File: src/mta_pkg.sv
// package: modes, selections and constants of the timer channel
package mta_pkg;
    localparam int MTA_WIDTH = 16;
    localparam logic [15:0] MTA_RESET_COUNT = 16'h0000;
    localparam logic [15:0] MTA_COUNT_MAX = 16'hffff;
    localparam logic [15:0] MTA_COUNT_MIN = 16'h0000;
    localparam int MTA_SYNC_STAGES = 2;
    localparam int MTA_SINGLE_PHASE_ONLY_CHANNELS = 2;

    // operating mode, bits 0 and 1 of the mode field
    localparam logic [1:0] MTA_MODE_TIMER = 2'h0;
    localparam logic [1:0] MTA_MODE_EVENT = 2'h1;
    localparam logic [1:0] MTA_MODE_ONESHOT = 2'h2;
    localparam logic [1:0] MTA_MODE_PWM = 2'h3;

    // timer mode count source
    localparam logic [1:0] MTA_SRC_F1 = 2'h0;
    localparam logic [1:0] MTA_SRC_F8 = 2'h1;
    localparam logic [1:0] MTA_SRC_F32 = 2'h2;
    localparam logic [1:0] MTA_SRC_SUBCLOCK_DIV32_CLOCK = 2'h3;

    // event mode count source
    localparam logic [1:0] MTA_EVT_PIN = 2'h0;
    localparam logic [1:0] MTA_EVT_B2 = 2'h1;
    localparam logic [1:0] MTA_EVT_NEIGH = 2'h2;

    typedef struct packed {
        logic [1:0] mode;
        logic [1:0] timer_src;
        logic [1:0] event_src;
        logic gate_en;
        logic gate_level;
        logic pulse_en;
        logic edge_rising;
        logic dir_ext;
        logic dir_up;
        logic free_run;
    } mta_cfg_t;

    typedef struct packed {
        logic wr;
        logic [15:0] wdata;
    } mta_wr_t;
endpackage

File: src/mta_edge.sv
// one-cycle pulses on rising and on falling level changes of an enable input
`timescale 1ns/1ps
`default_nettype none
module mta_edge
    import mta_pkg::*;
(
    input wire logic mclk,
    input wire logic rst_n,
    input wire logic level_in,
    output logic rise_pulse,
    output logic fall_pulse
);
    logic prev_r;

    always_ff @(posedge mclk or negedge rst_n) begin
        if (!rst_n) begin
            prev_r <= 1'b0;
        end else begin
            prev_r <= level_in;
        end
    end

    assign rise_pulse = level_in & ~prev_r;
    assign fall_pulse = ~level_in & prev_r;
endmodule
`default_nettype wire

File: src/mta_sync.sv
// two-stage synchroniser for pin levels
`timescale 1ns/1ps
`default_nettype none
module mta_sync
    import mta_pkg::*;
#(
    parameter int WIDTH = 3
) (
    input wire logic mclk,
    input wire logic rst_n,
    input wire logic [WIDTH-1:0] async_in,
    output logic [WIDTH-1:0] sync_out
);
    logic [WIDTH-1:0] meta_r;
    logic [WIDTH-1:0] sync_r;

    initial begin
        if (WIDTH < 1) begin
            $error("mta_sync width must be at least one");
        end
    end

    always_ff @(posedge mclk or negedge rst_n) begin
        if (!rst_n) begin
            meta_r <= '0;
            sync_r <= '0;
        end else begin
            meta_r <= async_in;
            sync_r <= meta_r;
        end
    end

    assign sync_out = sync_r;
endmodule
`default_nettype wire

File: src/mta_timer.sv
// one 16-bit timer channel, timer and event counter modes
//
// Notes on behaviour
// - timer mode counts one selected internal tick: f1, div8, div32, sub div32.
// - timer mode decrements per tick; underflow reloads and keeps counting.
// - underflow rate equals tick rate over programmed value plus one.
// - counting runs while the start flag is one, halts when zero.
// - timer mode raises the interrupt request on each underflow.
// - write while stopped stores into reload register and counter.
// - write while running changes only reload; counter takes it at reload.
// - reading the count returns the live counter, not the reload value.
// - gate enabled: input pin level starts and stops timer counting.
// - timer mode pulse output inverts output pin on every underflow.
// - timer mode input pin is port or gate; output pin port or pulse.
// - event mode counts pin edges, B-group overflow or neighbour overflow.
// - event direction from software or from external level on output pin.
// - event mode without free-run reloads on overflow and underflow.
// - event ratio is 1/(FFFF-n+1) counting up, 1/(n+1) counting down.
// - event mode raises the interrupt request on overflow and underflow.
// - free-run wraps on overflow or underflow without reloading.
// - event mode pulse output inverts output pin on each wrap.
// - event mode output pin is port, pulse output or direction input.
// - event mode input pin is port or external count source.
// - channels zero and one count single-phase only; two-phase not built.
// - mode field bits zero and one pick timer or event; one-shot and pwm codes hold the counter.
// - counter and reload are 16 bits; channels work independently.
`timescale 1ns/1ps
`default_nettype none
module mta_timer
    import mta_pkg::*;
#(
    parameter int CHANNEL = 0,
    parameter int WIDTH = MTA_WIDTH
) (
    input wire logic mclk,
    input wire logic rst_n,
    input wire mta_cfg_t cfg,
    input wire logic start_flag,
    input wire mta_wr_t count_wr,
    output logic [WIDTH-1:0] count_rd,
    input wire logic tick_f1,
    input wire logic tick_f8,
    input wire logic tick_f32,
    input wire logic tick_subclock_div32_clock,
    input wire logic second_b_group_timer_ovf,
    input wire logic neighbour_a_group_timer_ovf,
    input wire logic timer_input_pin_in,
    input wire logic timer_output_pin_in,
    output logic timer_output_pin_out,
    output logic timer_output_pin_oe,
    output logic port_out,
    input wire logic port_oe,
    output logic port_in_value,
    output logic port_out_in_value,
    output logic irq_pulse,
    output logic [WIDTH-1:0] reload_value
);
    // ****************************************
    // elaboration checks
    // ****************************************
    initial begin
        if (WIDTH != MTA_WIDTH) begin
            $error("mta_timer supports only the 16-bit counter");
        end
        if (CHANNEL < 0 || CHANNEL > 4) begin
            $error("mta_timer channel must be 0 to 4");
        end
    end

    // ****************************************
    // pin synchronisers
    // ****************************************
    logic [2:0] pin_raw;
    logic [2:0] pin_sync;
    logic in_sync;
    logic dir_pin_sync;

    assign pin_raw = {timer_output_pin_in, timer_input_pin_in, 1'b0};

    mta_sync #(
        .WIDTH(3)
    ) u_sync (
        .mclk(mclk),
        .rst_n(rst_n),
        .async_in(pin_raw),
        .sync_out(pin_sync)
    );

    assign in_sync = pin_sync[1];
    assign dir_pin_sync = pin_sync[2];
    assign port_in_value = in_sync;
    assign port_out_in_value = dir_pin_sync;

    logic in_rise;
    logic in_fall;

    mta_edge u_edge (
        .mclk(mclk),
        .rst_n(rst_n),
        .level_in(in_sync),
        .rise_pulse(in_rise),
        .fall_pulse(in_fall)
    );

    // ****************************************
    // mode and source decode
    // ****************************************
    logic mode_timer;
    logic mode_event;
    logic timer_tick;
    logic gate_open;
    logic event_tick;
    logic pin_edge;
    logic count_up;
    logic running;
    logic step;

    assign mode_timer = (cfg.mode == MTA_MODE_TIMER);
    assign mode_event = (cfg.mode == MTA_MODE_EVENT);

    assign timer_tick = (cfg.timer_src == MTA_SRC_F1) ? tick_f1 :
                        (cfg.timer_src == MTA_SRC_F8) ? tick_f8 :
                        (cfg.timer_src == MTA_SRC_F32) ? tick_f32 :
                        tick_subclock_div32_clock;

    assign gate_open = !cfg.gate_en || (in_sync == cfg.gate_level);

    assign pin_edge = cfg.edge_rising ? in_rise : in_fall;

    assign event_tick = (cfg.event_src == MTA_EVT_PIN) ? pin_edge :
                        (cfg.event_src == MTA_EVT_B2) ? second_b_group_timer_ovf :
                        (cfg.event_src == MTA_EVT_NEIGH) ? neighbour_a_group_timer_ovf :
                        1'b0;

    assign count_up = cfg.dir_ext ? dir_pin_sync : cfg.dir_up;

    assign running = start_flag;

    assign step = running && ((mode_timer && timer_tick && gate_open)
                              || (mode_event && event_tick));

    // ****************************************
    // counter and reload register
    // ****************************************
    logic [WIDTH-1:0] cnt_r;
    logic [WIDTH-1:0] cnt_nxt;
    logic [WIDTH-1:0] reload_r;
    logic [WIDTH-1:0] reload_nxt;
    logic wrap_dn;
    logic wrap_up;
    logic wrap;
    logic do_reload;
    logic [WIDTH-1:0] stepped;

    assign wrap_dn = step && (mode_timer || !count_up) && (cnt_r == MTA_COUNT_MIN);
    assign wrap_up = step && mode_event && count_up && (cnt_r == MTA_COUNT_MAX);
    assign wrap = wrap_dn || wrap_up;

    assign do_reload = wrap && (mode_timer || !cfg.free_run);

    assign stepped = (mode_event && count_up) ? cnt_r + 16'h0001
                                              : cnt_r - 16'h0001;

    assign reload_nxt = count_wr.wr ? count_wr.wdata : reload_r;

    always_comb begin
        cnt_nxt = cnt_r;
        if (count_wr.wr && !running) begin
            cnt_nxt = count_wr.wdata;
        end else if (do_reload) begin
            cnt_nxt = reload_nxt;
        end else if (step) begin
            cnt_nxt = stepped;
        end
    end

    always_ff @(posedge mclk or negedge rst_n) begin
        if (!rst_n) begin
            cnt_r <= MTA_RESET_COUNT;
            reload_r <= MTA_RESET_COUNT;
        end else begin
            cnt_r <= cnt_nxt;
            reload_r <= reload_nxt;
        end
    end

    assign count_rd = cnt_r;
    assign reload_value = reload_r;

    // ****************************************
    // interrupt request and pulse output
    // ****************************************
    logic irq_r;
    logic pulse_r;
    logic pulse_active;
    logic dir_input_mode;

    assign pulse_active = cfg.pulse_en && (mode_timer || mode_event);
    assign dir_input_mode = mode_event && cfg.dir_ext;

    always_ff @(posedge mclk or negedge rst_n) begin
        if (!rst_n) begin
            irq_r <= 1'b0;
            pulse_r <= 1'b0;
        end else begin
            irq_r <= wrap;
            if (!pulse_active) begin
                pulse_r <= 1'b0;
            end else if (wrap) begin
                pulse_r <= ~pulse_r;
            end
        end
    end

    assign irq_pulse = irq_r;
    assign port_out = 1'b0;
    assign timer_output_pin_out = pulse_active ? pulse_r : 1'b0;
    assign timer_output_pin_oe = pulse_active && !dir_input_mode;
endmodule
`default_nettype wire

File: config.mk
export PLATFORM = sky130hd
export DESIGN_NAME = mta_timer
export DESIGN_NICKNAME = d
export VERILOG_FILES = /design/src/mta_pkg.sv /design/src/mta_edge.sv /design/src/mta_sync.sv /design/src/mta_timer.sv
export SDC_FILE = /design/constraint.sdc
export NUM_CORES = 1
export LEC_CHECK = 0
export ABC_AREA = 1
export ABC_CLOCK_PERIOD_IN_PS = 3800
export BUFFER_PORTS_ARGS = -buffer_cell sky130_fd_sc_hd__buf_2
export CAP_MARGIN = 20
export CORE_MARGIN = 5
export CORE_UTILIZATION = 49
export CTS_BUF_LIST = sky130_fd_sc_hd__clkbuf_8
export DETAILED_ROUTE_END_ITERATION = 8
export PLACE_DENSITY = 0.75
export SLEW_MARGIN = 0
export SYNTH_ARGS = -nofsm -noshare
export SYNTH_HDL_FRONTEND = slang
export SYNTH_SLANG_ARGS = --single-unit
File: constraint.sdc
create_clock -name mclk -period 3.8 [get_ports mclk]
set_input_delay 0.57 -clock mclk [delete_from_list [all_inputs] [get_ports mclk]]
set_output_delay 0.57 -clock mclk [all_outputs]
set_load 0.005 [all_outputs]
# Word-level counts from Yosys, hierarchy flattened
# Index checks and enable logic that the tools add are counted.
[word_totals]
reg_bits = 39
input_bits = 42
output_inout_bits = 38
wordCells = 69
[classes]
add_sub_neg = 2
eq_ne = 8
muxes = 16
bitwise_logic = 5
reduce_logical = 31
[ops]
columns = ["operator", "n"]
rows = [
  ["16-bit 2-to-1 mux", 5],
  ["16-bit by 1-bit adder with 16-bit output, second input constant", 1],
  ["16-bit equality test, second input constant", 1],
  ["16-bit logical NOT", 1],
  ["16-bit by 1-bit subtractor with 16-bit output, second input constant", 1],
  ["1-bit logical AND", 15],
  ["1-bit 2-to-1 mux", 11],
  ["2-bit by 1-bit equality test with 1-bit output, second input constant", 3],
  ["2-bit logical NOT", 3],
  ["1-bit logical OR", 6],
  ["1-bit logical NOT", 5],
  ["2-bit equality test, second input constant", 2],
  ["1-bit inverter", 3],
  ["3-bit nonzero test", 1],
  ["1-bit bitwise AND", 2],
  ["2-bit inequality test, second input constant", 1],
  ["1-bit equality test", 1],
]

# Logic depth before layout (Yosys ltp)
# Gate-level depths: netlist of run 1.
[logic_depth]
word_depth = 15
ltp_mapped = 16
depth_no_buf = 16

# Modules after synthesis
# Synthesis of run 1 repeated with hierarchy kept, for this count alone.
[hier_totals]
cells_unflattened = 475
hier_area_um2 = 3070.4
[by_module_without_submodules]
columns = ["mod", "instances", "cells_each", "area_each_um2", "seq_area_each_um2"]
rows = [
  ["mta_timer", 1, 464, 2880.3, 850.8],
  ["mta_sync", 1, 6, 150.1, 150.1],
  ["mta_edge", 1, 5, 40.0, 25.0],
]

# Least setup slack after synthesis of run 1
# OpenSTA, ideal clock, no wires.
[synth_path]
path_type = "input to register"
from = "input cfg[1] in the netlist's numbering"
to = "register cnt_r[15], in the netlist count_rd[15]"
setup_time_ns = 0.116
arrival_ns = 2.283
required_ns = 3.684
slack_ns = 1.400
path_stages = 14
path_buffers = 0
path_cell_list = "inv_1 > o21ai_1 > nand2_1 > ha_1 > nand2_1 > nor3_1 > and2_1 > nand2_1 > nand2_1 > nand2_1 > nand2_1 > nand2_1 > nand2_1 > nand2_1"
[synth_between]
elab_chain_len = 9
word_cells_on_any_way = 15
classes_between = "mux (5); reduce/logical (10)"
[synth_rtl]
columns = ["item", "line_no", "source"]
rows = [
  ["start: declaration", "mta_timer.sv:37", "input wire mta_cfg_t cfg,"],
  ["1-bit 2-to-1 mux *", "mta_timer.sv:135", "assign count_up = cfg.dir_ext ? dir_pin_sync : cfg.dir_up;"],
  ["1-bit logical NOT", "mta_timer.sv:155", "assign wrap_dn = step && (mode_timer || !count_up) && (cnt_r == MTA_COUNT_MIN);"],
  ["1-bit logical OR", "mta_timer.sv:155", ""],
  ["1-bit logical AND (2 in a row)", "mta_timer.sv:155", ""],
  ["1-bit logical OR", "mta_timer.sv:157", "assign wrap = wrap_dn || wrap_up;"],
  ["1-bit logical AND", "mta_timer.sv:159", "assign do_reload = wrap && (mode_timer || !cfg.free_run);"],
  ["16-bit 2-to-1 mux", "mta_timer.sv:170", "end else if (do_reload) begin"],
  ["16-bit 2-to-1 mux", "mta_timer.sv:168", "if (count_wr.wr && !running) begin"],
  ["end signal: assignment", "mta_timer.sv:182", "cnt_r <= cnt_nxt;"],
  ["end: declaration", "mta_timer.sv:145", "logic [WIDTH-1:0] cnt_r;"],
]
# Mark *: on every way between the ends. The rest lies on a longest branch, timed or not. The select of a mux whose other input is x is not followed.
# A chain may end at the register's enable or synchronous reset.

# Final worst setup path of run 1
[layout_path]
from = "input cfg[11] in the netlist's numbering"
to = "register cnt_r[15], in the netlist count_rd[15]"
[layout_between]
elab_chain_len = 12
word_cells_on_any_way = 22
classes_between = "eq/ne (1); mux (4); reduce/logical (17)"
[layout_rtl]
columns = ["item", "line_no", "source"]
rows = [
  ["2-bit logical NOT", "mta_timer.sv:118", "assign mode_timer = (cfg.mode == MTA_MODE_TIMER);"],
  ["1-bit logical AND (2 in a row)", "mta_timer.sv:139", "assign step = running && ((mode_timer && timer_tick && gate_open)"],
  ["1-bit logical OR", "mta_timer.sv:140", "|| (mode_event && event_tick));"],
  ["1-bit logical AND", "mta_timer.sv:139", ""],
  ["1-bit logical AND (3 in a row)", "mta_timer.sv:156", "assign wrap_up = step && mode_event && count_up && (cnt_r == MTA_COUNT_MAX);"],
  ["1-bit logical OR", "mta_timer.sv:157", ""],
  ["1-bit logical AND", "mta_timer.sv:159", ""],
  ["16-bit 2-to-1 mux", "mta_timer.sv:170", ""],
  ["16-bit 2-to-1 mux", "mta_timer.sv:168", ""],
]
# Several ways; a longest one is shown, not always the timed one. The select of a mux whose other input is x is not followed.

==> impl_results.md, run 1 <==
- Worst Setup SP: cfg[11]
- Skew-Pair Late Insertion Delay: 0.28 ns
- TritonCTS clock tree: built
- Cells on Worst Hold Path: 0
- WP data required: 3.98 ns
- Synth Area in Compound Gates: 6.95%
- P_leak: 0.00214 uW
- Pins Over Slew Limit: 0
- Hold-fix buffers, CTS: 0
- Vias per inst: 4.87
- DRC: 0
- Global-route wire length before repair: 13.5 mm
- Die Y: 89.0 um
- Synth Register Bits: 39
- RD Place Congestion: 0.871
- Post-CTS Setup Inserts: 0
- Mapped Area: 0.00306 mm2
- Ys Warns: 0
- Fmax: 0.385 GHz
- Max_cap viols: 0
- Initial antenna violation count: 0
- Tmin final: 2.60 ns
- Via count: 3081
- Final hold viol count: 0
- CTS buffer count: 5
- Critical R2R Launch: u_sync.sync_out[2]$_DFF_PN0_
- Rows: 28
- Post-synthesis sequential area ratio: 31.9%
- Tightest Hold Check Type: reg -> reg
- Syn Nets: 542
- Post-layout util: 59.5%
- Post-synthesis cell type count: 32
- Largest net degree at the start of global routing: 40
- Top cell by count, worst path: nand2_1
- Crit path arrival time: 2.78 ns
- Worst Slack Setup Final: 1.20 ns
- Worst path cell trace: buf_2 -> inv_1 -> nor2_1 -> nand2_1 -> ha_1 -> nand2_1 -> nor3_1 -> and2_1 -> nand2_1 -> nand2_1 -> nand2_1 -> nand2_1 -> nand2_1 -> nand2_1 -> nand2_1
- Initial Util: 51.1%
- Share of cells above drive strength 1: 18.5%
- Post-DP HPWL: 6.10 mm
- Area of the core: 0.00599 mm2
- DRT Pass-1 Iters: 4
- Worst Skew: 0.00243 ns
- Commonest non-fill, non-tap cell in the layout: nand2_1
- IO Pins: 80
- Synth Area in Adders: 6.38%
- HP Start: u_sync.meta_r[2]$_DFF_PN0_
- Clock-pin transition on the worst setup and hold timing paths: 0.07 ns
- VDD IR-drop max: 0.305 mV
- Pre-CTS WS: 0.947 ns
- IO buf count: 77
- Outcome: finished clean
- Maximum fanout along the worst path: 17
- Area growth syn-to-layout: 16.5%
- Crit-path slowest cell: ha_1
- Total power divided by cell area: 461 mW/mm2
- RSZ-0062 raised after global routing: false
- Number of global-route vias before repair: 2901
- Worst R2R Path Depth: 14
- Delay-heaviest family, CP: simple AND/OR/NAND/NOR gates
- Ant. Diodes: 0
- Setup violations, final: 0
- Syn_area_per_cell: 6.31 um2
- Clk sinks: 39
- CTS Root Cell: clkbuf_8
- WP buf/inv: 2
- Final wirelength: 7.67 mm
- Most frequent cells in the layout: nand2_1, buf_2, inv_1, dfrtp_1, nand3_1
- Period utilisation layout: 68.4%
- H-tree depth: 2
- Worst setup SP type: input pin
- Post-synthesis xor/xnor area fraction: 2.29%
- Critical path's largest stage delay: 0.58 ns
- Iter 0 DRT Violations: 169
- Setup TNS: 0 ns
- Chip Width: 89.0 um
- Critical path class: in -> reg
- Main combinational cell family by area after synthesis: simple AND/OR/NAND/NOR gates
- Mux contribution to synthesized area: 0%
- Routed len/inst: 12.1 um
- Least-Margin Pin Slew: 0.880 ns
- Post-Synth Simple-Gate Area: 39.6%
- Routed Antenna Nets: 0
- Slew margin rel.: 41.3%
- Setup slack, reg-to-reg: 1.30 ns
- Critical Path End Type: flop
- Global Route Usage Sum: 21.0%
- Grt ovf: 0
- WHS: 0.351 ns
- # resized after CTS: 0
- WHS Endpoint: u_sync.sync_out[2]$_DFF_PN0_
- Reg2reg end: count_rd[15]$_DFFE_PN0P_
- Gate count of the mapped netlist: 485
- Die footprint: 0.00793 mm2
- Clk buf depth: 2
- Nets: 614
-- Yosys cell counts (all sizes together) --
cell / count / area (um2)
buf: 9 / 66.3
nor3: 3 / 15.0
fa: 1 / 20.0
and2: 1 / 6.26
a31oi: 11 / 68.8
inv: 81 / 304
clkinv: 1 / 3.75
xnor2: 7 / 61.3
nand2: 201 / 774
o21ai: 16 / 80.1
dfrtp: 39 / 976
conb: 1 / 3.75
clkbuf: 4 / 16.3
nand3b: 4 / 30.0
nor2: 34 / 138
nand3: 38 / 190
nand4: 3 / 33.8
xor2: 1 / 8.76
or2: 4 / 25.0
a21oi: 12 / 63.8
ha: 14 / 175
-- how the worst max path moves through the flow --
stage,end,depth (start not counted)
floorplan,count_rd[15]$_DFFE_PN0P_,14
global placement,count_rd[15]$_DFFE_PN0P_,14
detailed placement,count_rd[12]$_DFFE_PN0P_,15
CTS,count_rd[12]$_DFFE_PN0P_,15
global route,count_rd[13]$_DFFE_PN0P_,15
finish,count_rd[15]$_DFFE_PN0P_,15
-- power breakdown --
part	internal (uW)	switching, uW
registers	474	76.1
clock network	163	136
logic	312	483
-- worst reg2reg max path, stage by stage (launching register included) --
cell and delay [ns]:
dfrtp_1 0.35, nand2_1 0.06, o21ai_1 0.09, nand2_1 0.43, ha_1 0.59, nand2_1 0.14
nor3_1 0.20, and2_1 0.16, nand2_1 0.07, nand2_1 0.07, nand2_1 0.04, nand2_1 0.05
nand2_1 0.05, nand2_1 0.08, nand2_1 0.04
-- per-layer routing --
metal	track usage (%)	vias to the layer above	wire (um)
li1	-	1633	-
met1	31.6	1373	3890
met2	33.3	70	3410
met3	1.66	5	312
met4	4.19	0	68
met5	0	-	0
-- cells by family (layout without fill, tap and decap cells) --
logic type / after synthesis / after routing
and+or+nand+nor: 288 / 288
AOI/OAI and AO/OA: 39 / 39
other: 1 / 1
xor gates and xnor gates: 8 / 8
buffers and inverters: 95 / 168
DFF: 39 / 39
adders and majority gates: 15 / 15
-- metrics by stage --
stage,instance area (um2),total power [uW],instances
floorplan,3060,1110,485
global placement,3460,1330,625
detailed placement,3460,1340,625
CTS,3560,1640,633
global route,3560,1810,633
finish,3560,1640,633
-- area by class of cell --
| type | count | area [um2] |
|---|---|---|
| Inverter | 82 | 308 |
| Clock buffer | 7 | 96.3 |
| Fill cell | 614 | 2430 |
| Multi-Input combinational cell | 351 | 1690 |
| Timing Repair Buffer | 78 | 393 |
| Sequential cell | 39 | 976 |
| Clock inverter | 1 | 3.75 |
| Tap cell | 75 | 93.8 |
-- registers in the layout, summed over array words and instances, names as in the netlist --
name / cells
reload_value: 16
count_rd: 16
irq_pulse: 1
u_sync.meta_r: 2
pulse_r: 1
u_edge.prev_r: 1
u_sync.sync_out: 2
No activity file was read; power rests on OpenSTA's default activity.
==> inputs of run 2 (changes only) <==
Settings changed: ABC_AREA 1 to 0, ABC_CLOCK_PERIOD_IN_PS 3800 to 2600, PLACE_DENSITY 0.75 to 0.76.
Clock period 3.8 ns to 2.6 ns, I/O delays scaled along.
==> impl_results.md, run 2 <==
- Outcome: finished, violations left
- Failing checks: setup timing
- TritonCTS clock tree: built
- DRC: 0 (unchanged)
- Internal: 1600 uW (+68%)
- Area growth syn-to-layout: 36.6%
- Worst Slack Setup Final: -0.00649 ns (-1.21 ns)
- VDD IR-drop max: 0.451 mV (+48%)
- RD Place Congestion: 0.868 (-0.38%)
- Post-synth ARST share: 100% (unchanged)
- Largest net degree at the start of global routing: 40 (unchanged)
- Initial Util: 50.1% (-0.96 points)
- Largest cells by area after synthesis: dfrtp_1, mux2_2, mux2i_1
- Area of the core: 0.00551 mm2 (-8.1%)
- Ant. Diodes: 0 (unchanged)
- Mapped Area: 0.00276 mm2 (-9.8%)
- WP data required: 2.81 ns (-1.17 ns)
- Syn_area_per_cell: 9.58 um2 (+52%)
- Least-Margin Pin Slew: 0.915 ns (+0.0347 ns)
- Commonest non-fill, non-tap cell in the layout: buf_2
- Final hold viol count: 0 (unchanged)
- Share of the synthesized area in the top cell type: 35.4% (+3.5 points)
- Ys flop type: dfrtp_1
- CTS buffer count: 5 (unchanged)
- Total power: 2660 uW (+62%)
- Synth Register Bits: 39 (unchanged)
- Slew margin rel.: 39.0% (-2.3 points)
- Critical path's largest stage delay: 0.40 ns (-0.18 ns)
- Total power divided by cell area: 706 mW/mm2 (+53%)
- Worst setup SP type: flop
- Gate count of the mapped netlist: 288 (-41%)
- Period utilisation layout: 100%
- Pins Over Slew Limit: 0 (unchanged)
- IO buf count: 77 (unchanged)
- Initial antenna violation count: 0 (unchanged)
- Nets: 455 (-26%)
- Clock-pin transition on the worst setup and hold timing paths: 0.08 ns (about the same)
- Chip Width: 85.1 um (-4.5%)
- CTS Root Cell: clkbuf_8
- Post-DP HPWL: 5.87 mm (-3.7%)
- Met3 WL: 500 um (+60%)
- Cell with the most instances after synthesis: dfrtp_1
- Clk pwr share: 14.9% (-3.3 points)
- Vias per inst: 6.02 (+24%)
- Synth cell count leaders: dfrtp_1, o21ai_0, nor2_1, mux2i_1
- Tightest Hold Check Type: in -> reg
- IO Pins: 80 (unchanged)
- Routed len/inst: 18.2 um (+50%)
- Die Y: 85.1 um (-4.5%)
- Sequential share of power: 31.2% (-2.3 points)
- EDFF count, synth: 0 (unchanged)
- Yosys top cell by area: dfrtp_1
- Critical Path End Type: flop
- Crit-path slowest cell: dfrtp_1
- DRT Pass-1 Iters: 6 (+2)
- Gate power share: 53.8% (+5.5 points)
- Cell area after layout: 0.00377 mm2 (+5.8%)
- Post-synthesis sequential area ratio: 35.4% (+3.5 points)
- Filler cells: 402 (-35%)
- Global Route Usage Sum: 21.6% (+0.59 points)
- Clk buf depth: 2 (unchanged)
- Sw Ratio: 40.0% (-2.2 points)
- Critical path class: reg -> reg
- Via count: 2834 (-8.0%)
- Most frequent cells in the layout: buf_2, dfrtp_1, buf_4, nor2_1
- Net Switching: 1070 uW (+53%)
- Tmin final: 2.61 ns
- Share of cells above drive strength 1: 44.4% (+26 points)
- Setup violations, final: 1 (+1)
- Global-route wire length before repair: 12.8 mm (-4.6%)
- Syn Nets: 345 (-36%)
- Post-synthesis cell type count: 53 (+66%)
- Final wirelength: 8.55 mm (+11%)
- Die footprint: 0.00723 mm2 (-8.7%)
- Met2 WL post-DR: 4.44 mm (+30%)
- P_leak: 0.00169 uW (-21%)
- Routed Antenna Nets: 0 (unchanged)
- DR top layer: met4
- Maximum fanout along the worst path: 6 (-11)
- Max_cap viols: 0 (unchanged)
- Pre-CTS WS: -0.278 ns (-1.22 ns)
- Grt ovf: 0 (unchanged)
- Rows: 27 (-3.6%)
- Top cell by count, worst path: a311oi_2
- Worst path cell trace: mux2i_2 -> nor2_2 -> inv_4 -> buf_8 -> buf_4 -> buf_6 -> ha_4 -> inv_1 -> nor2_1 -> a21oi_1 -> o21ai_1 -> a311oi_2 -> a211oi_1 -> a311oi_2
- M1 wire length: 3.35 mm (-14%)
- Iter 0 DRT Violations: 231 (+37%)
- RSZ-0062 raised after global routing: true
- Skew-Pair Late Insertion Delay: 0.30 ns (+0.02 ns)
- Clk sinks: 39 (unchanged)
- H-tree depth: 2 (unchanged)
- Crit path arrival time: 2.81 ns (+0.03 ns)
- Fmax: 0.384 GHz
- Placed cell area: 0.00341 mm2 (-1.5%)
- Post-route insts no fill: 471 (-26%)
- Placed insts: 457 (-27%)
- Worst Skew: 0.0107 ns (+0.00831 ns)
- Number of global-route vias before repair: 2746 (-5.3%)
- Ys Warns: 0 (unchanged)
## run 2: cell types whose count changed after synthesis, moves of 9 or more
cell,delta
mux2i_1,+18
o21ai_0,+9
inv_1,-67
mux2_2,+17
nor2_1,-11
nand3_1,-23
nand2_1,-187
## run 2: final cells by class
class / count / area [um2] / share of cell area [%]
inverter: 8 / 32.5 / 0.863
timing repair buffer: 117 / 697 / 18.5
clock buffer: 5 / 68.8 / 1.82
clock inverter: 3 / 12.5 / 0.332
multi-input combinational: 227 / 1890 / 50.2
sequential: 39 / 976 / 25.9
tap: 72 / 90.1 / 2.39
## run 2: cells by family (layout without fill, tap and decap cells)
family,after synthesis,after routing,synth area share (%)
XOR/XNOR,12,12,3.81
AO/OA/AOI/OAI,83,83,20.0
flip-flops,39,39,35.4
adder cells (fa/ha/maj),15,15,7.07
multiplexers,36,36,14.3
buffers and inverters,22,133,4.03
AND/OR/NAND/NOR,80,80,15.3
other,1,1,0.136
## run 2: critical path: cells and delay by family, from the launching register on
kind            cells  cell delay [ns]
fa+ha+maj           1             0.22
mux                 1             0.20
flops               1             0.40
simple gates        2             0.20
buf+inv             5             0.63
compound gates      5             0.87
## run 2: timing repair
item,4_1_cts,5_1_grt
pin swaps,1,13
hold buffers,0,0
gates resized for setup,5,40
buffers inserted,0,6
endpoints found under the setup margin,4,7
## run 2: path summary, 6_finish.rpt
path	startpoint	to	slack, ns	cells after the start
setup reg to reg	u_sync.sync_out[2]$_DFF_PN0_	count_rd[12]$_DFFE_PN0P_	-0.006	14
hold reg to reg	u_sync.meta_r[2]$_DFF_PN0_	u_sync.sync_out[2]$_DFF_PN0_	0.35	0
max in group asynchronous	rst_n	count_rd[0]$_DFFE_PN0P_	1.80	1
hold / removal	timer_input_pin_in	u_sync.meta_r[1]$_DFF_PN0_	0.20	1
min in group asynchronous	rst_n	reload_value[9]$_DFF_PN0_	0.23	1
setup / recovery	u_sync.sync_out[2]$_DFF_PN0_	count_rd[12]$_DFFE_PN0P_	-0.006	14
## run 2: per-stage QoR
| stage | utilization [%] | hold WS, ns | TNS (ns) |
|---|---|---|---|
| floorplan | - | 0.0944 | 0 |
| global placement | 62.0 | 0.334 | -0.794 |
| detailed placement | 62.0 | 0.340 | -1.27 |
| CTS | 63.8 | 0.202 | 0 |
| global route | 68.5 | 0.200 | -0.552 |
| finish | 68.5 | 0.202 | -0.00649 |
## run 2: routing by layer
metal | up-vias | track usage (%)
li1 | 1310 | -
met1 | 1374 | 27.1
met2 | 118 | 37.7
met3 | 32 | 3.88
met4 | 0 | 6.33
met5 | - | 0
## run 2: power by group through the flow
stage	clock, uW	combinational [uW]	sequential, uW
after floorplan	0	690	801
after global placement	0	1090	816
after detailed placement	0	1120	820
after CTS	400	1150	808
after global routing	425	1560	843
final	398	1430	831
